$ cat config.mk
export PLATFORM = sky130hd
export DESIGN_NAME = gpiop_port
export DESIGN_NICKNAME = d
export VERILOG_FILES = /design/src/hdl/gpiop_pkg.sv /design/src/hdl/gpiop_port.sv
export SDC_FILE = /design/constraint.sdc
export NUM_CORES = 1
export LEC_CHECK = 0
export BUFFER_PORTS_ARGS = -buffer_cell sky130_fd_sc_hd__buf_2
export CORE_AREA = 2 2 322 324
export CTS_CLUSTER_DIAMETER = 100
export DETAILED_ROUTE_END_ITERATION = 8
export DIE_AREA = 0 0 324 326
export SYNTH_ARGS = -nofsm -noshare
export SYNTH_HDL_FRONTEND = slang
export SYNTH_SLANG_ARGS = --single-unit
$ cat constraint.sdc
create_clock -name clk -period 9.76 [get_ports clk]
set_input_delay 0.976 -clock clk [delete_from_list [all_inputs] [get_ports clk]]
set_output_delay 0.976 -clock clk [all_outputs]
set_load 0.01 [all_outputs]
$ cat src/hdl/gpiop_pkg.sv
/*
 gpiop_pkg: register offsets, reset values, field codes and decode bases for the sixteen-pin port.
 assumes: one port instance per base address, registers on the AHB-Lite system bus with 32-bit data.
*/
package gpiop_pkg;
    // ===========================================================
    // sizes
    localparam int          PINS       = 16;
    localparam int          AF_COUNT   = 16;
    localparam int          AF_W       = 4;
    localparam int          PORTS      = 5;
    // ===========================================================
    // register byte offsets
    localparam logic [5:0]  OFS_MODE   = 6'h00;
    localparam logic [5:0]  OFS_OTYPE  = 6'h04;
    localparam logic [5:0]  OFS_SLEW   = 6'h08;
    localparam logic [5:0]  OFS_PULL   = 6'h0C;
    localparam logic [5:0]  OFS_ISTAT  = 6'h10;
    localparam logic [5:0]  OFS_OCTL   = 6'h14;
    localparam logic [5:0]  OFS_SETCLR = 6'h18;
    localparam logic [5:0]  OFS_FREEZE = 6'h1C;
    localparam logic [5:0]  OFS_AFSEL0 = 6'h20;
    localparam logic [5:0]  OFS_AFSEL1 = 6'h24;
    localparam logic [5:0]  OFS_CLR    = 6'h28;
    localparam logic [5:0]  OFS_TOGGLE = 6'h2C;
    // ===========================================================
    // reset values
    localparam logic [31:0] MODE_RST_A = 32'h2800_0000;
    localparam logic [31:0] MODE_RST   = 32'h0000_0000;
    localparam logic [31:0] SLEW_RST_A = 32'h0C00_0000;
    localparam logic [31:0] PULL_RST_A = 32'h2400_0000;
    localparam logic [31:0] ZERO_RST   = 32'h0000_0000;
    // ===========================================================
    // field codes
    localparam logic [1:0]  MODE_IN    = 2'h0;
    localparam logic [1:0]  MODE_OUT   = 2'h1;
    localparam logic [1:0]  MODE_AF    = 2'h2;
    localparam logic [1:0]  MODE_ANA   = 2'h3;
    localparam logic [1:0]  PULL_UP    = 2'h1;
    localparam logic [1:0]  PULL_DN    = 2'h2;
    localparam int          FRZ_KEY    = 16;
    localparam logic [1:0]  HTRANS_NSQ = 2'h2;
    localparam logic [2:0]  HSIZE_HALF = 3'h1;
    localparam logic [2:0]  HSIZE_WORD = 3'h2;
    // ===========================================================
    // decode bases, port a first
    localparam logic [31:0] BASES [PORTS] = '{32'h4800_0000, 32'h4800_0400, 32'h4800_0800,
                                              32'h4800_0C00, 32'h4800_1400};
    localparam int          BASE_LSB   = 10;

    typedef enum logic [1:0] {GPIOP_FRZ_IDLE, GPIOP_FRZ_ONE, GPIOP_FRZ_ZERO} gpiop_frz_t;
endpackage

$ cat src/hdl/gpiop_port.sv
/*
 gpiop_port: one sixteen-pin general-purpose port with AHB-Lite register slave and pad control.
 assumes: pad levels arrive asynchronously; pad drivers, pulls and Schmitt enables sit outside;
 peripherals present sixteen alternate-function drive candidates per pin.
*/
// Functional notes
// - after reset pins are floating inputs, no pulls, alternate functions off, except debug pins
// - port a pin 14 resets to alternate function pull-down, pin 13 to pull-up
// - in input mode the pad level is sampled into input status every clock
// - general output mode drives the pin from the output control register
// - set, clear and toggle writes change exactly the written-one bits atomically
// - zero bits in set, clear or toggle writes leave output control unchanged
// - mode 10 connects the pin to one of sixteen alternate functions by select field
// - an enabled additional function overrides port configuration; normal behaviour when disabled
// - input mode: Schmitt on, chosen pull allowed, output driver off
// - open-drain: drive low for 0, release pad for 1
// - push-pull: drive low for 0, high for 1
// - output and alternate modes read back written output control and actual pad level
// - analog mode: pulls, driver and Schmitt off; input status reads 0
// - alternate mode: peripheral drives push-pull or open-drain; pad still sampled every clock
// - after the freeze sequence a pin's configuration ignores writes until reset
// - a toggle write inverts the output within one clock
// - the five ports decode at their five fixed base addresses
// - mode register: two bits per pin, 00 input, 01 output, 10 alternate, 11 analog
// - mode register resets to 0x2800_0000 on port a and zero elsewhere
// - mode register takes byte, half-word and word writes on addressed lanes only
// - output-type bit clear selects push-pull (reset), set selects open-drain
`timescale 1ns/1ns
module gpiop_port
    import gpiop_pkg::*;
#(
    parameter int PORT_IDX = 0
) (
    // clock and reset
    input  wire logic                          clk,
    input  wire logic                          rst,
    // ahb-lite slave
    input  wire logic                          hsel,
    input  wire logic [31:0]                   haddr,
    input  wire logic [1:0]                    htrans,
    input  wire logic                          hwrite,
    input  wire logic [2:0]                    hsize,
    input  wire logic [31:0]                   hwdata,
    input  wire logic                          hready,
    output logic      [31:0]                   hrdata,
    output logic                               hreadyout,
    output logic                               hresp,
    // pads
    input  wire logic [gpiop_pkg::PINS-1:0]    pad_in,
    output logic      [gpiop_pkg::PINS-1:0]    pad_out,
    output logic      [gpiop_pkg::PINS-1:0]    pad_oe,
    output logic      [gpiop_pkg::PINS-1:0]    pull_up_en,
    output logic      [gpiop_pkg::PINS-1:0]    pull_down_en,
    output logic      [gpiop_pkg::PINS-1:0]    schmitt_en,
    output logic      [2*gpiop_pkg::PINS-1:0]  slew_sel,
    // alternate functions, pin i candidate k at index 16*i+k
    input  wire logic [gpiop_pkg::PINS*gpiop_pkg::AF_COUNT-1:0] alt_drive,
    input  wire logic [gpiop_pkg::PINS*gpiop_pkg::AF_COUNT-1:0] alt_drive_oe,
    output logic      [gpiop_pkg::PINS-1:0]    alt_pad_level,
    // additional functions
    input  wire logic [gpiop_pkg::PINS-1:0]    extra_fn_en,
    input  wire logic [gpiop_pkg::PINS-1:0]    extra_fn_out,
    input  wire logic [gpiop_pkg::PINS-1:0]    extra_fn_oe,
    input  wire logic [gpiop_pkg::PINS-1:0]    extra_fn_analog
);
    import gpiop_pkg::*;

    // ===========================================================
    // state
    typedef struct packed {
        logic [31:0]     mode_r;
        logic [15:0]     otype_r;
        logic [31:0]     slew_r;
        logic [31:0]     pull_r;
        logic [31:0]     afsel0_r;
        logic [31:0]     afsel1_r;
        logic [15:0]     octl_r;
        logic [15:0]     istat_r;
        logic [15:0]     pad_meta_r;
        logic [15:0]     pad_sync_r;
        logic [15:0]     frozen_r;
        logic            frz_done_r;
        gpiop_frz_t      frz_st_r;
        logic [15:0]     frz_mask_r;
        logic            dph_wr_r;
        logic [5:0]      dph_ofs_r;
        logic [3:0]      dph_lane_r;
        logic [31:0]     rdata_r;
    } gpiop_state_t;

    localparam bit IS_PORT_A = (PORT_IDX == 0);

    localparam gpiop_state_t RST_STATE = '{
        mode_r:     IS_PORT_A ? MODE_RST_A : MODE_RST,
        slew_r:     IS_PORT_A ? SLEW_RST_A : ZERO_RST,
        pull_r:     IS_PORT_A ? PULL_RST_A : ZERO_RST,
        otype_r:    16'h0000,
        frz_st_r:   GPIOP_FRZ_IDLE,
        default:    '0
    };

    gpiop_state_t st_r;
    gpiop_state_t st_nxt;

    logic [31:0]  wmask;
    logic [31:0]  cfg_keep2;
    logic [31:0]  af_keep0;
    logic [31:0]  af_keep1;
    logic [31:0]  wd;
    logic         addr_hit;
    logic [3:0]   lanes;
    logic [63:0]  afsel_all;
    logic [15:0]  pin_analog;

    // ===========================================================
    // address phase decode
    localparam logic [31:0] MY_BASE = BASES[PORT_IDX];

    assign addr_hit = hsel && hready && htrans[1] &&
                      (haddr[31:BASE_LSB] == MY_BASE[31:BASE_LSB]);

    always_comb begin
        unique case (hsize)
            HSIZE_WORD: lanes = 4'hF;
            HSIZE_HALF: lanes = haddr[1] ? 4'hC : 4'h3;
            default:    lanes = 4'h1 << haddr[1:0];
        endcase
    end

    // ===========================================================
    // pad behaviour, one slice per pin
    assign afsel_all = {st_r.afsel1_r, st_r.afsel0_r};

    genvar gi;
    generate
        for (gi = 0; gi < PINS; gi++) begin : g_pin
            logic [1:0]  mode;
            logic [3:0]  sel;
            logic        drv;
            logic        drv_oe;
            assign mode = st_r.mode_r[2*gi +: 2];
            assign sel  = afsel_all[AF_W*gi +: AF_W];
            assign pin_analog[gi] = (mode == MODE_ANA);

            always_comb begin
                drv    = st_r.octl_r[gi];
                drv_oe = 1'b1;
                if (mode == MODE_AF) begin
                    drv    = alt_drive[AF_COUNT*gi + sel];
                    drv_oe = alt_drive_oe[AF_COUNT*gi + sel];
                end
                pad_out[gi]      = 1'b0;
                pad_oe[gi]       = 1'b0;
                pull_up_en[gi]   = 1'b0;
                pull_down_en[gi] = 1'b0;
                schmitt_en[gi]   = 1'b0;
                if (extra_fn_en[gi]) begin
                    // pin type comes from the owning function, not the port registers
                    pad_out[gi]    = extra_fn_out[gi];
                    pad_oe[gi]     = extra_fn_oe[gi];
                    schmitt_en[gi] = !extra_fn_analog[gi];
                end else if (mode != MODE_ANA) begin
                    schmitt_en[gi]   = 1'b1;
                    pull_up_en[gi]   = (st_r.pull_r[2*gi +: 2] == PULL_UP);
                    pull_down_en[gi] = (st_r.pull_r[2*gi +: 2] == PULL_DN);
                    if (mode != MODE_IN && drv_oe) begin
                        if (st_r.otype_r[gi]) begin
                            pad_oe[gi] = !drv;
                        end else begin
                            pad_oe[gi]  = 1'b1;
                            pad_out[gi] = drv;
                        end
                    end
                end
            end
        end
    endgenerate

    assign slew_sel      = st_r.slew_r;
    assign alt_pad_level = st_r.pad_sync_r & ~pin_analog;

    // ===========================================================
    // bus answer: zero wait, always okay; unmapped reads give zero
    assign hreadyout = 1'b1;
    assign hresp     = 1'b0;
    assign hrdata    = st_r.rdata_r;

    // ===========================================================
    // next state
    always_comb begin
        st_nxt = st_r;
        wd     = hwdata;
        for (int b = 0; b < 4; b++) begin
            wmask[8*b +: 8] = {8{st_r.dph_lane_r[b]}};
        end
        for (int p = 0; p < PINS; p++) begin
            cfg_keep2[2*p +: 2] = {2{st_r.frozen_r[p]}};
        end
        for (int p = 0; p < PINS/2; p++) begin
            af_keep0[AF_W*p +: AF_W] = {AF_W{st_r.frozen_r[p]}};
            af_keep1[AF_W*p +: AF_W] = {AF_W{st_r.frozen_r[p + PINS/2]}};
        end

        // pad synchroniser, second stage feeds status
        st_nxt.pad_meta_r = pad_in;
        st_nxt.pad_sync_r = st_r.pad_meta_r;
        st_nxt.istat_r    = st_r.pad_sync_r & ~pin_analog;

        if (st_r.dph_wr_r) begin
            unique case (st_r.dph_ofs_r)
                OFS_MODE: begin
                    st_nxt.mode_r = (st_r.mode_r & ~(wmask & ~cfg_keep2))
                                  | (wd & wmask & ~cfg_keep2);
                end
                OFS_OTYPE: begin
                    st_nxt.otype_r = (st_r.otype_r & ~(wmask[15:0] & ~st_r.frozen_r))
                                   | (wd[15:0] & wmask[15:0] & ~st_r.frozen_r);
                end
                OFS_SLEW: begin
                    st_nxt.slew_r = (st_r.slew_r & ~(wmask & ~cfg_keep2))
                                  | (wd & wmask & ~cfg_keep2);
                end
                OFS_PULL: begin
                    st_nxt.pull_r = (st_r.pull_r & ~(wmask & ~cfg_keep2))
                                  | (wd & wmask & ~cfg_keep2);
                end
                OFS_AFSEL0: begin
                    st_nxt.afsel0_r = (st_r.afsel0_r & ~(wmask & ~af_keep0))
                                    | (wd & wmask & ~af_keep0);
                end
                OFS_AFSEL1: begin
                    st_nxt.afsel1_r = (st_r.afsel1_r & ~(wmask & ~af_keep1))
                                    | (wd & wmask & ~af_keep1);
                end
                OFS_OCTL: begin
                    st_nxt.octl_r = (st_r.octl_r & ~wmask[15:0]) | (wd[15:0] & wmask[15:0]);
                end
                OFS_SETCLR: begin
                    // clear first so a set of the same bit wins
                    st_nxt.octl_r = (st_r.octl_r & ~(wd[31:16] & wmask[31:16]))
                                  | (wd[15:0] & wmask[15:0]);
                end
                OFS_CLR: begin
                    st_nxt.octl_r = st_r.octl_r & ~(wd[15:0] & wmask[15:0]);
                end
                OFS_TOGGLE: begin
                    st_nxt.octl_r = st_r.octl_r ^ (wd[15:0] & wmask[15:0]);
                end
                OFS_FREEZE: begin
                    // key must be 1,0,1 with an unchanged mask; word writes only
                    if (!st_r.frz_done_r && st_r.dph_lane_r == 4'hF) begin
                        unique case (st_r.frz_st_r)
                            GPIOP_FRZ_IDLE: begin
                                if (wd[FRZ_KEY]) begin
                                    st_nxt.frz_st_r   = GPIOP_FRZ_ONE;
                                    st_nxt.frz_mask_r = wd[15:0];
                                end
                            end
                            GPIOP_FRZ_ONE: begin
                                st_nxt.frz_st_r = (!wd[FRZ_KEY] && wd[15:0] == st_r.frz_mask_r)
                                                ? GPIOP_FRZ_ZERO : GPIOP_FRZ_IDLE;
                            end
                            GPIOP_FRZ_ZERO: begin
                                st_nxt.frz_st_r = GPIOP_FRZ_IDLE;
                                if (wd[FRZ_KEY] && wd[15:0] == st_r.frz_mask_r) begin
                                    st_nxt.frozen_r   = st_r.frozen_r | st_r.frz_mask_r;
                                    st_nxt.frz_done_r = 1'b1;
                                end
                            end
                            default: st_nxt.frz_st_r = GPIOP_FRZ_IDLE;
                        endcase
                    end
                end
                default: ;
            endcase
        end

        // address phase capture
        // offsets past the register block are refused, not aliased onto the low registers
        st_nxt.dph_wr_r   = addr_hit && hwrite && haddr[BASE_LSB-1:6] == '0;
        st_nxt.dph_ofs_r  = {haddr[5:2], 2'b00};
        st_nxt.dph_lane_r = lanes;

        // read data built from the post-write values so a read right after a write sees it
        st_nxt.rdata_r = '0;
        if (addr_hit && !hwrite && haddr[BASE_LSB-1:6] == '0) begin
            unique case ({haddr[5:2], 2'b00})
                OFS_MODE:   st_nxt.rdata_r = st_nxt.mode_r;
                OFS_OTYPE:  st_nxt.rdata_r = {16'h0000, st_nxt.otype_r};
                OFS_SLEW:   st_nxt.rdata_r = st_nxt.slew_r;
                OFS_PULL:   st_nxt.rdata_r = st_nxt.pull_r;
                OFS_ISTAT:  st_nxt.rdata_r = {16'h0000, st_r.istat_r};
                OFS_OCTL:   st_nxt.rdata_r = {16'h0000, st_nxt.octl_r};
                OFS_FREEZE: st_nxt.rdata_r = {15'h0000, st_nxt.frz_done_r, st_nxt.frozen_r};
                OFS_AFSEL0: st_nxt.rdata_r = st_nxt.afsel0_r;
                OFS_AFSEL1: st_nxt.rdata_r = st_nxt.afsel1_r;
                default:    st_nxt.rdata_r = '0;
            endcase
        end
    end

    // ===========================================================
    // registers
    always_ff @(posedge clk or posedge rst) begin
        if (rst) begin
            st_r <= RST_STATE;
        end else begin
            st_r <= st_nxt;
        end
    end
endmodule

==> results of run 1 <==
[state kept, by name, summed over array words and instances, names as in the netlist]
signal	flops
af_keep1	8
afsel_all	64
g_pin.mode	32
af_keep0	8
st_nxt	16
hrdata	32
st_r	124
slew_sel	32
[per-layer routing]
layer | up-vias | wire length, um | global-route usage, %
met5 | - | 164 | 0
met4 | 28 | 4210 | 7.12
met3 | 209 | 9640 | 5.33
met2 | 930 | 52200 | 33.3
met1 | 10200 | 43100 | 24.3
li1 | 8885 | - | -
[per-stage QoR]
stage	power, mW	hold slack, ps	setup slack [ps]
2_1_floorplan	1.67	331	51.1
5_1_grt	3.64	352	5120
3_5_place_dp	1.95	335	5850
3_3_place_gp	1.94	333	5860
6_report	3.51	345	5420
4_1_cts	3.55	347	5220
[report_power, final]
part	internal, mW	leakage (nW)	switching [mW]
Clock	0.915	0.658	0.664
Combinational	0.252	7.45	0.277
Sequential	1.34	3.93	0.0566
Total	2.51	12.0	0.998
[kinds of logic (layout without fill, tap and decap cells)]
kind of cell / Yosys count / count (layout)
other: 2 / 14
adders and majority gates: 16 / 16
DFF: 316 / 316
buffers and inverters: 239 / 951
xor gates and xnor gates: 18 / 18
and+or+nand+nor: 625 / 625
AOI/OAI and AO/OA: 406 / 406
muxes: 359 / 359
[placed cells by master, fill, tap and decap left out, drive strengths merged, types with 15 or more instances in the layout]
cell | synthesis | final
o31ai | 21 | 21
o21ai | 54 | 54
dfrtp | 310 | 310
a211oi | 25 | 25
and2 | 26 | 26
a22oi | 42 | 42
a21oi | 55 | 55
nor3b | 23 | 23
mux2 | 180 | 180
ha | 16 | 16
nand2 | 178 | 178
nand3 | 46 | 46
nor2 | 65 | 65
a31oi | 32 | 32
o22ai | 15 | 15
a311oi | 19 | 19
a21o | 18 | 18
nor4b | 46 | 46
nor3 | 55 | 55
nor2b | 69 | 69
mux4 | 106 | 106
nand2b | 37 | 37
xor2 | 17 | 17
inv | 22 | 25
a22o | 26 | 26
clkbuf | 93 | 56
buf | 124 | 856
mux2i | 73 | 73
[worst max-delay path by stage]
stage,start,to,depth (start not counted)
2_1_floorplan,rst,af_keep0[0]$_DFF_PP0_,1
3_3_place_gp,afsel_all[44]$_DFF_PP0_,pad_out[11],6
3_5_place_dp,afsel_all[44]$_DFF_PP0_,pad_out[11],6
4_1_cts,afsel_all[44]$_DFF_PP0_,pad_out[11],6
5_1_grt,afsel_all[44]$_DFF_PP0_,pad_out[11],6
6_report,afsel_all[44]$_DFF_PP0_,pad_out[11],6
[final cells by class]
cell class                 count  area share, %
multi-input combinational   1426           43.6
sequential                   316           28.7
timing repair buffer         856           15.9
tap                         1380           6.27
clock buffer                  56           4.15
clock inverter                17          0.886
inverter                      22          0.327
antenna                       12          0.109
==> flow_summary_export.csv, run 1 <==
group,metric,value,unit
sta,rsz0062_at_grt,"false",
hold_path,min_from,"st_nxt[81]$_DFF_PP0_",
floorplan,num_rows,118,
critical_path,cp-end-kind,"primary output",
cts,ctsResizeCount,0,
critical_path,crit_path_max_incr_delay,910,ps
synth,synth_nets,2663,
synth,synth_adder_area_share,0.948,%
synth,synth_top_area_share,36.7,%
critical_path,r2r-end,"st_r[55]$_DFFE_PP0P_",
synth,synthSimpleGateAreaFrac,16.7,%
cts,cts.sinks,316,
synth,syn_inst,1981,
synth,synth_area,21100,um^2
finish,multi_input_area,12000,um^2
synth,yosysWarnings,0,
critical_path,regToRegSetupSlack,5910,ps
global_route,grt_pass1_wl,150000,um
synth,synthTopCellsByCount,"310 x dfrtp_1, 177 x nand2_1, 171 x mux2_2",
cts,clockRootBuffer,"clkbuf_16",
routing,vias_per_cell,4.97,
synth,synth-seq-cells,316,
sta,fmax,0.230,GHz
global_route,antenna_found_initial,32,
routing,drtIter0Drc,1491,
hold_path,hold_class,"reg -> reg",
cts,post_cts_buffers,0,
power_and_ir_drop,power_density,127,nW/um^2
sta,finalMaxSlewViolations,0,
synth,synthTopCellsByArea,"dfrtp_1 37%, mux4_2 11%, mux2_2 9.1%, mux2i_1 3.5%, nand2_1 3.1%",
place,place_area,26100,um^2
cts,clk_pin_slew_worst_paths,60,ps
run,maxCapViolCount,0,
outcome,outcome,"finished, final reports clean",
synth,synth_top_family_by_area,"multiplexers",
routing,dr.pass1.iters,7,
power_and_ir_drop,leakagePower,12.0,nW
finish,finalNonFillerCells,4085,
cts,hold_buffers,0,
critical_path,cp_cell_sequence,"mux4_2, nor2_1, a311oi_1, a211oi_1, o31ai_1, buf_2",
routing,ant_nets,0,
synth,synth_edf_count,0,
critical_path,worstPathRequired,8780,ps
floorplan,fp.dieArea,106000,um^2
sta,setup_viol,0,
finish,fillers,10900,
floorplan,core,103000,um^2
place,dp_hpwl,86600,um
synth,synth-seq-area-share,37.5,%
cts,cts-buffers-inserted,41,
critical_path,cp-start-kind,"register",
floorplan,die_w,324,um
routing,drc,0,
synth,avgSynthCellArea,10.7,um^2
power_and_ir_drop,ir_drop,0.000106,V
sta,relSlewSlack,18.2,%
sta,fin_crit,4340,ps
place,io_buffers,824,
cts,clockBufferDepth,3,
finish,layout-drive-gt1-share,45.9,%
routing,wl_per_cell,26.7,um
critical_path,cpMaxStageDelayCell,"dfrtp_1",
place,gp_congestion,0.930,
place,dpl.cell_count,4000,
global_route,grt_pass1_vias,20300,
synth,synth.most_common_cell,"dfrtp_1",
sta,timing.final.crit_share,44.5,%
synth,ys_types,81,
global_route,overflow,0,
critical_path,arrival,3370,ps
cts,htreeDepth,2,
sta,hold_viol_final,0,
synth,ys.flop_type,"dfrtp_1",
floorplan,ios,828,
critical_path,reg2reg_from,"st_r[33]$_DFF_PP0_",
finish,utilization,26.8,%
finish,area_growth,30.5,%
critical_path,crit_family,"compound AO/OA/AOI/OAI gates",
synth,synth-xor-area-share,0.747,%
synth,synthMuxAreaShare,24.4,%
floorplan,die_y,326,um
finish,post-route-cell-area,27600,um^2
synth,yosysTopAreaCell,"dfrtp_1",
floorplan,initial_utilization,20.6,%
global_route,grt_max_degree,165,
routing,vias,20300,
cts,cts_tree,"yes",
critical_path,path_class,"reg -> out",
critical_path,r2r_cells,5,
critical_path,crit_fanout,12,
finish,regArea,7920,um^2
cts,clk_latency,600,ps
routing,wirelength,109000,um
sta,final.setup.tns,0,ps
sta,max_slew.worst_pin.slew,1220,ps
hold_path,holdPathEnd,"st_r[81]$_DFF_PP0_",
sta,fin_skew,31.4,ps
global_route,grt_usage,19.8,%
hold_path,hold_depth,0,
critical_path,cp_num_buf_inv,1,
synth,synth-async-reset-ratio,100,%
finish,final_net_count,3345,
synth,synth_compound_gate_area_share,13.7,%
(Power assumes the default switching activity.)
==> inputs of run 2 (changes only) <==
--- a/config.mk
+++ b/config.mk
@@ -6,10 +6,10 @@
 export NUM_CORES = 1
 export LEC_CHECK = 0
 export BUFFER_PORTS_ARGS = -buffer_cell sky130_fd_sc_hd__buf_2
-export CORE_AREA = 2 2 322 324
+export CORE_AREA = 2 2 324 326
 export CTS_CLUSTER_DIAMETER = 100
 export DETAILED_ROUTE_END_ITERATION = 8
-export DIE_AREA = 0 0 324 326
+export DIE_AREA = 0 0 326 328
 export SYNTH_ARGS = -nofsm -noshare
 export SYNTH_HDL_FRONTEND = slang
 export SYNTH_SLANG_ARGS = --single-unit
==> constraint.sdc (replaced) <==
create_clock -name clk -period 4.21 [get_ports clk]
set_input_delay 0.421 -clock clk [delete_from_list [all_inputs] [get_ports clk]]
set_output_delay 0.421 -clock clk [all_outputs]
set_load 0.01 [all_outputs]
==> flow_summary_export.csv, run 2 (synthesis gave the netlist of run 1 again) <==
group,metric,value,unit
critical_path,crit_fanout,11,
sta,timing.final.crit_share,85.4,%
power_and_ir_drop,comb_power_share,15.5,%
place,io_buffers,824,
floorplan,core,103000,um^2
floorplan,die_w,326,um
power_and_ir_drop,switching_share,27.7,%
routing,dr.pass1.iters,6,
sta,fmax,0.278,GHz
power_and_ir_drop,power_frac_seq,40.6,%
cts,ctsResizeCount,0,
outcome,outcome,"finished, final reports clean",
power_and_ir_drop,ir_drop,0.000266,V
routing,wirelength,111000,um
global_route,grt_max_degree,99,
routing,wl_per_cell,26.9,um
power_and_ir_drop,p_int,5.78,mW
global_route,antenna_found_initial,35,
cts,clk_latency,560,ps
floorplan,die_y,328,um
sta,hold_viol_final,0,
place,preCtsSetupSlack,701,ps
global_route,grt_pass1_wl,153000,um
floorplan,initial_utilization,20.5,%
finish,largest_reg_flops,124,
sta,relSlewSlack,18.2,%
global_route,grt_pass1_vias,20400,
power_and_ir_drop,p_clk_share,43.9,%
finish,final_common_cell,"buf_2",
critical_path,arrival,3170,ps
sta,final.setup.tns,0,ps
finish,layout_common_cells,"824 x buf_2, 309 x dfrtp_1, 177 x nand2_1, 171 x mux2_2, 106 x mux4_2",
routing,ant_nets,0,
critical_path,worstPathRequired,3790,ps
finish,post-route-cell-area,27800,um^2
sta,rsz0062_at_grt,"false",
finish,largest-register,"st_r",
finish,final_net_count,3376,
power_and_ir_drop,p_sw,2.22,mW
global_route,overflow,0,
floorplan,ios,828,
routing,vias,20300,
place,gp_congestion,0.938,
cts,clk_pin_slew_worst_paths,60,ps
cts,clockBufferDepth,3,
cts,clockRootBuffer,"clkbuf_16",
cts,cts-buffers-inserted,39,
routing,drtIter0Drc,1346,
critical_path,regToRegSetupSlack,620,ps
critical_path,path_class,"reg -> out",
sta,setup_viol,0,
finish,area_growth,31.5,%
power_and_ir_drop,power.total,8.00,mW
global_route,grt_usage,19.8,%
routing,vias_per_cell,4.94,
critical_path,cp-end-kind,"primary output",
cts,cts.sinks,316,
cts,htreeDepth,2,
routing,drc,0,
hold_path,hold_class,"in -> async",
cts,hold_buffers,16,
floorplan,fp.dieArea,107000,um^2
floorplan,num_rows,118,
cts,post_cts_buffers,0,
power_and_ir_drop,leakagePower,12.2,nW
finish,layout-drive-gt1-share,46.1,%
sta,fin_crit,3600,ps
critical_path,cp-start-kind,"register",
sta,finalMaxSlewViolations,0,
power_and_ir_drop,power_density,288,nW/um^2
sta,max_slew.worst_pin.slew,1230,ps
cts,cts_tree,"yes",
run,maxCapViolCount,0,
sta,fin_skew,16.5,ps
sta,fin_ws,614,ps
place,place_area,26300,um^2
place,dp_hpwl,89900,um
run 2: changes by cell type in the layout (fill, tap and decap cells not counted), moves of 3 or more:
cell,previous run,this run
inv_8,3,0
buf_4,31,46
dlygate4sd3_1,0,16
clkinv_2,2,10
clkbuf_1,9,5
run 2: cell type report:
class / instances / area (um^2)
tap: 1380 / 1730
antenna: 10 / 25.0
fill: 11100 / 75400
clock inverter: 20 / 228
sequential: 316 / 7920
multi-input combinational: 1426 / 12000
inverter: 22 / 86.3
clock buffer: 49 / 1070
timing repair buffer: 889 / 4690
run 2: power groups by stage:
| stage | registers (mW) | clock network, mW | logic (mW) |
|---|---|---|---|
| 2_1_floorplan | 3.22 | 0 | 0.667 |
| 3_3_place_gp | 3.30 | 0 | 1.21 |
| 3_5_place_dp | 3.30 | 0 | 1.23 |
| 4_1_cts | 3.25 | 3.57 | 1.24 |
| 5_1_grt | 3.26 | 3.68 | 1.33 |
| 6_report | 3.25 | 3.51 | 1.24 |
run 2: final timing paths:
path,from,cells past startpoint,endpoint
max reg2reg,st_r[38]$_DFF_PP0_,6,hrdata[16]$_DFF_PP0_
min reg2reg,st_nxt[78]$_DFF_PP0_,0,st_r[78]$_DFF_PP0_
min in group clk,haddr[1],2,st_r[32]$_DFF_PP0_
max,afsel_all[16]$_DFF_PP0_,6,pad_out[4]
min,rst,2,st_nxt[93]$_DFF_PP0_
max in group asynchronous,rst,3,afsel_all[49]$_DFF_PP0_
run 2: through the flow:
step / std cells / hold slack, ps / utilization [%]
2_1_floorplan: 1981 / 331 / -
3_3_place_gp: 4017 / 332 / 25.5
3_5_place_dp: 4017 / 335 / 25.5
4_1_cts: 4102 / 34.5 / 26.9
5_1_grt: 4105 / 69.4 / 26.9
6_report: 4112 / 20.3 / 26.9
run 2: critical path: stages (launching register included):
cell	delay [ps]
dfrtp_1	840
mux4_2	360
mux2i_1	70
a2111oi_0	660
a21oi_1	230
o31ai_1	260
buf_2	180
run 2: metal layers:
layer	vias to the layer above	share of wire, %	global-route usage [%]
met5	-	0.17	0
met4	28	2.8	5.32
met3	166	6.6	4.00
met2	847	49	34.0
met1	10300	41	25.1
li1	8923	-	-
==> inputs of run 3 (changes only) <==
==> constraint.sdc (replaced) <==
create_clock -name clk -period 4.21 [get_ports clk]
set_input_delay 0.6315 -clock clk [delete_from_list [all_inputs] [get_ports clk]]
set_output_delay 0.6315 -clock clk [all_outputs]
set_load 0.01 [all_outputs]
==> flow_summary_export.csv, run 3 (synthesis gave the netlist of run 1 again) <==
group,metric,value,unit
outcome,outcome,"finished, final reports clean",
place,io_buffers,824,
finish,final_common_cell,"buf_2",
floorplan,initial_utilization,20.5,%
critical_path,cp-startpoint,"afsel_all[16]$_DFF_PP0_",
sta,max_slew.worst_pin.slew,1160,ps
hold_path,min_from,"pad_in[13]",
floorplan,ios,828,
finish,utilization,26.7,%
critical_path,crit_fanout,11,
critical_path,reg2reg_from,"st_r[39]$_DFF_PP0_",
hold_path,hold_class,"in -> reg",
routing,ant_nets,0,
sta,relSlewSlack,22.4,%
power_and_ir_drop,power_density,284,nW/um^2
power_and_ir_drop,ir_drop,0.000276,V
run,maxCapViolCount,0,
sta,fin_skew,25.4,ps
finish,fillers,11000,
finish,layout_common_cells,"824 x buf_2, 309 x dfrtp_1, 177 x nand2_1, 171 x mux2_2, 106 x mux4_2",
cts,cts_tree,"yes",
global_route,overflow,0,
cts,cts-buffers-inserted,38,
critical_path,cp-start-kind,"register",
cts,clockRootBuffer,"clkbuf_16",
finish,final_net_count,3361,
global_route,grt_pass1_vias,20400,
routing,vias_per_cell,4.96,
critical_path,path_class,"reg -> out",
global_route,grt_pass1_wl,152000,um
finish,largest-register,"st_r",
global_route,grt_max_degree,95,
place,dpl.cell_count,4019,
sta,fmax,0.261,GHz
cts,clk_pin_slew_worst_paths,70,ps
cts,htreeDepth,2,
cts,clockBufferDepth,3,
routing,wl_per_cell,27.0,um
sta,setup_viol,0,
place,dp_hpwl,89400,um
cts,post_cts_buffers,0,
finish,area_growth,30.7,%
floorplan,die_y,328,um
cts,clk_latency,560,ps
floorplan,die_w,326,um
place,gp_congestion,0.925,
cts,hold_buffers,0,
sta,fin_ws,375,ps
critical_path,arrival,3200,ps
routing,drc,0,
critical_path,worstPathRequired,3580,ps
sta,fin_crit,3830,ps
critical_path,cp-end-kind,"primary output",
place,preCtsSetupSlack,861,ps
sta,finalMaxSlewViolations,0,
finish,layout-drive-gt1-share,46.2,%
finish,post-route-cell-area,27600,um^2
cts,cts.sinks,316,
floorplan,fp.dieArea,107000,um^2
routing,wirelength,111000,um
sta,final.setup.tns,0,ps
routing,drtIter0Drc,1513,
cts,ctsResizeCount,0,
sta,rsz0062_at_grt,"false",
routing,dr.pass1.iters,6,
finish,finalNonFillerCells,4105,
finish,largest_reg_flops,124,
sta,hold_viol_final,0,
global_route,antenna_found_initial,45,
sta,timing.final.crit_share,91.1,%
global_route,grt_usage,19.8,%
power_and_ir_drop,leakagePower,12.1,nW
floorplan,num_rows,118,
routing,vias,20300,
place,place_area,26300,um^2
floorplan,core,103000,um^2
-- run 3: metrics by stage --
| stage | hold slack (ps) | power (mW) |
|---|---|---|
| after floorplan | 331 | 3.88 |
| after global placement | 332 | 4.51 |
| after detailed placement | 335 | 4.53 |
| after CTS | 137 | 7.92 |
| after global routing | 147 | 8.13 |
| final | 165 | 7.84 |
-- run 3: worst paths after layout --
kind,end,slack [ps],cells past startpoint
max in group asynchronous,st_nxt[86]$_DFF_PP0_,3040,3
setup reg to reg,hrdata[17]$_DFF_PP0_,740,7
hold / removal,st_nxt[91]$_DFF_PP0_,170,1
hold reg to reg,st_r[92]$_DFF_PP0_,320,0
min in group asynchronous,afsel_all[28]$_DFF_PP0_,200,2
setup / recovery,pad_out[4],380,6
-- run 3: where the power goes --
part           internal (mW)  switching (mW)  total (mW)
clock network           1.96            1.40        3.36
registers               3.12           0.129        3.25
logic                  0.596           0.639        1.23
-- run 3: metal layers --
metal | part of all wire [%] | routed length (um) | vias up | global-route usage, %
met5 | 0.18 | 198 | - | 0
met2 | 48 | 53800 | 957 | 33.5
li1 | - | - | 8915 | -
met3 | 8.1 | 8930 | 174 | 4.84
met1 | 40 | 44800 | 10300 | 24.8
met4 | 2.9 | 3190 | 32 | 5.94
-- run 3: layout make-up --
type,instances,area [um^2],share of cell area [%]
Tap cell,1380,1730,6.26
Multi-Input combinational cell,1426,12000,43.6
Clock buffer,50,1060,3.83
Timing Repair Buffer,875,4560,16.5
Clock inverter,15,183,0.662
Antenna cell,21,52.6,0.190
Sequential cell,316,7920,28.7
Inverter,22,86.3,0.313
-- run 3: critical path, cell delays in order (launching register included) --
cell and delay, ps:
dfrtp_1 810, mux4_2 360, mux2i_1 70, a2111oi_0 760, a21oi_1 220, o31ai_1 240, buf_2 180
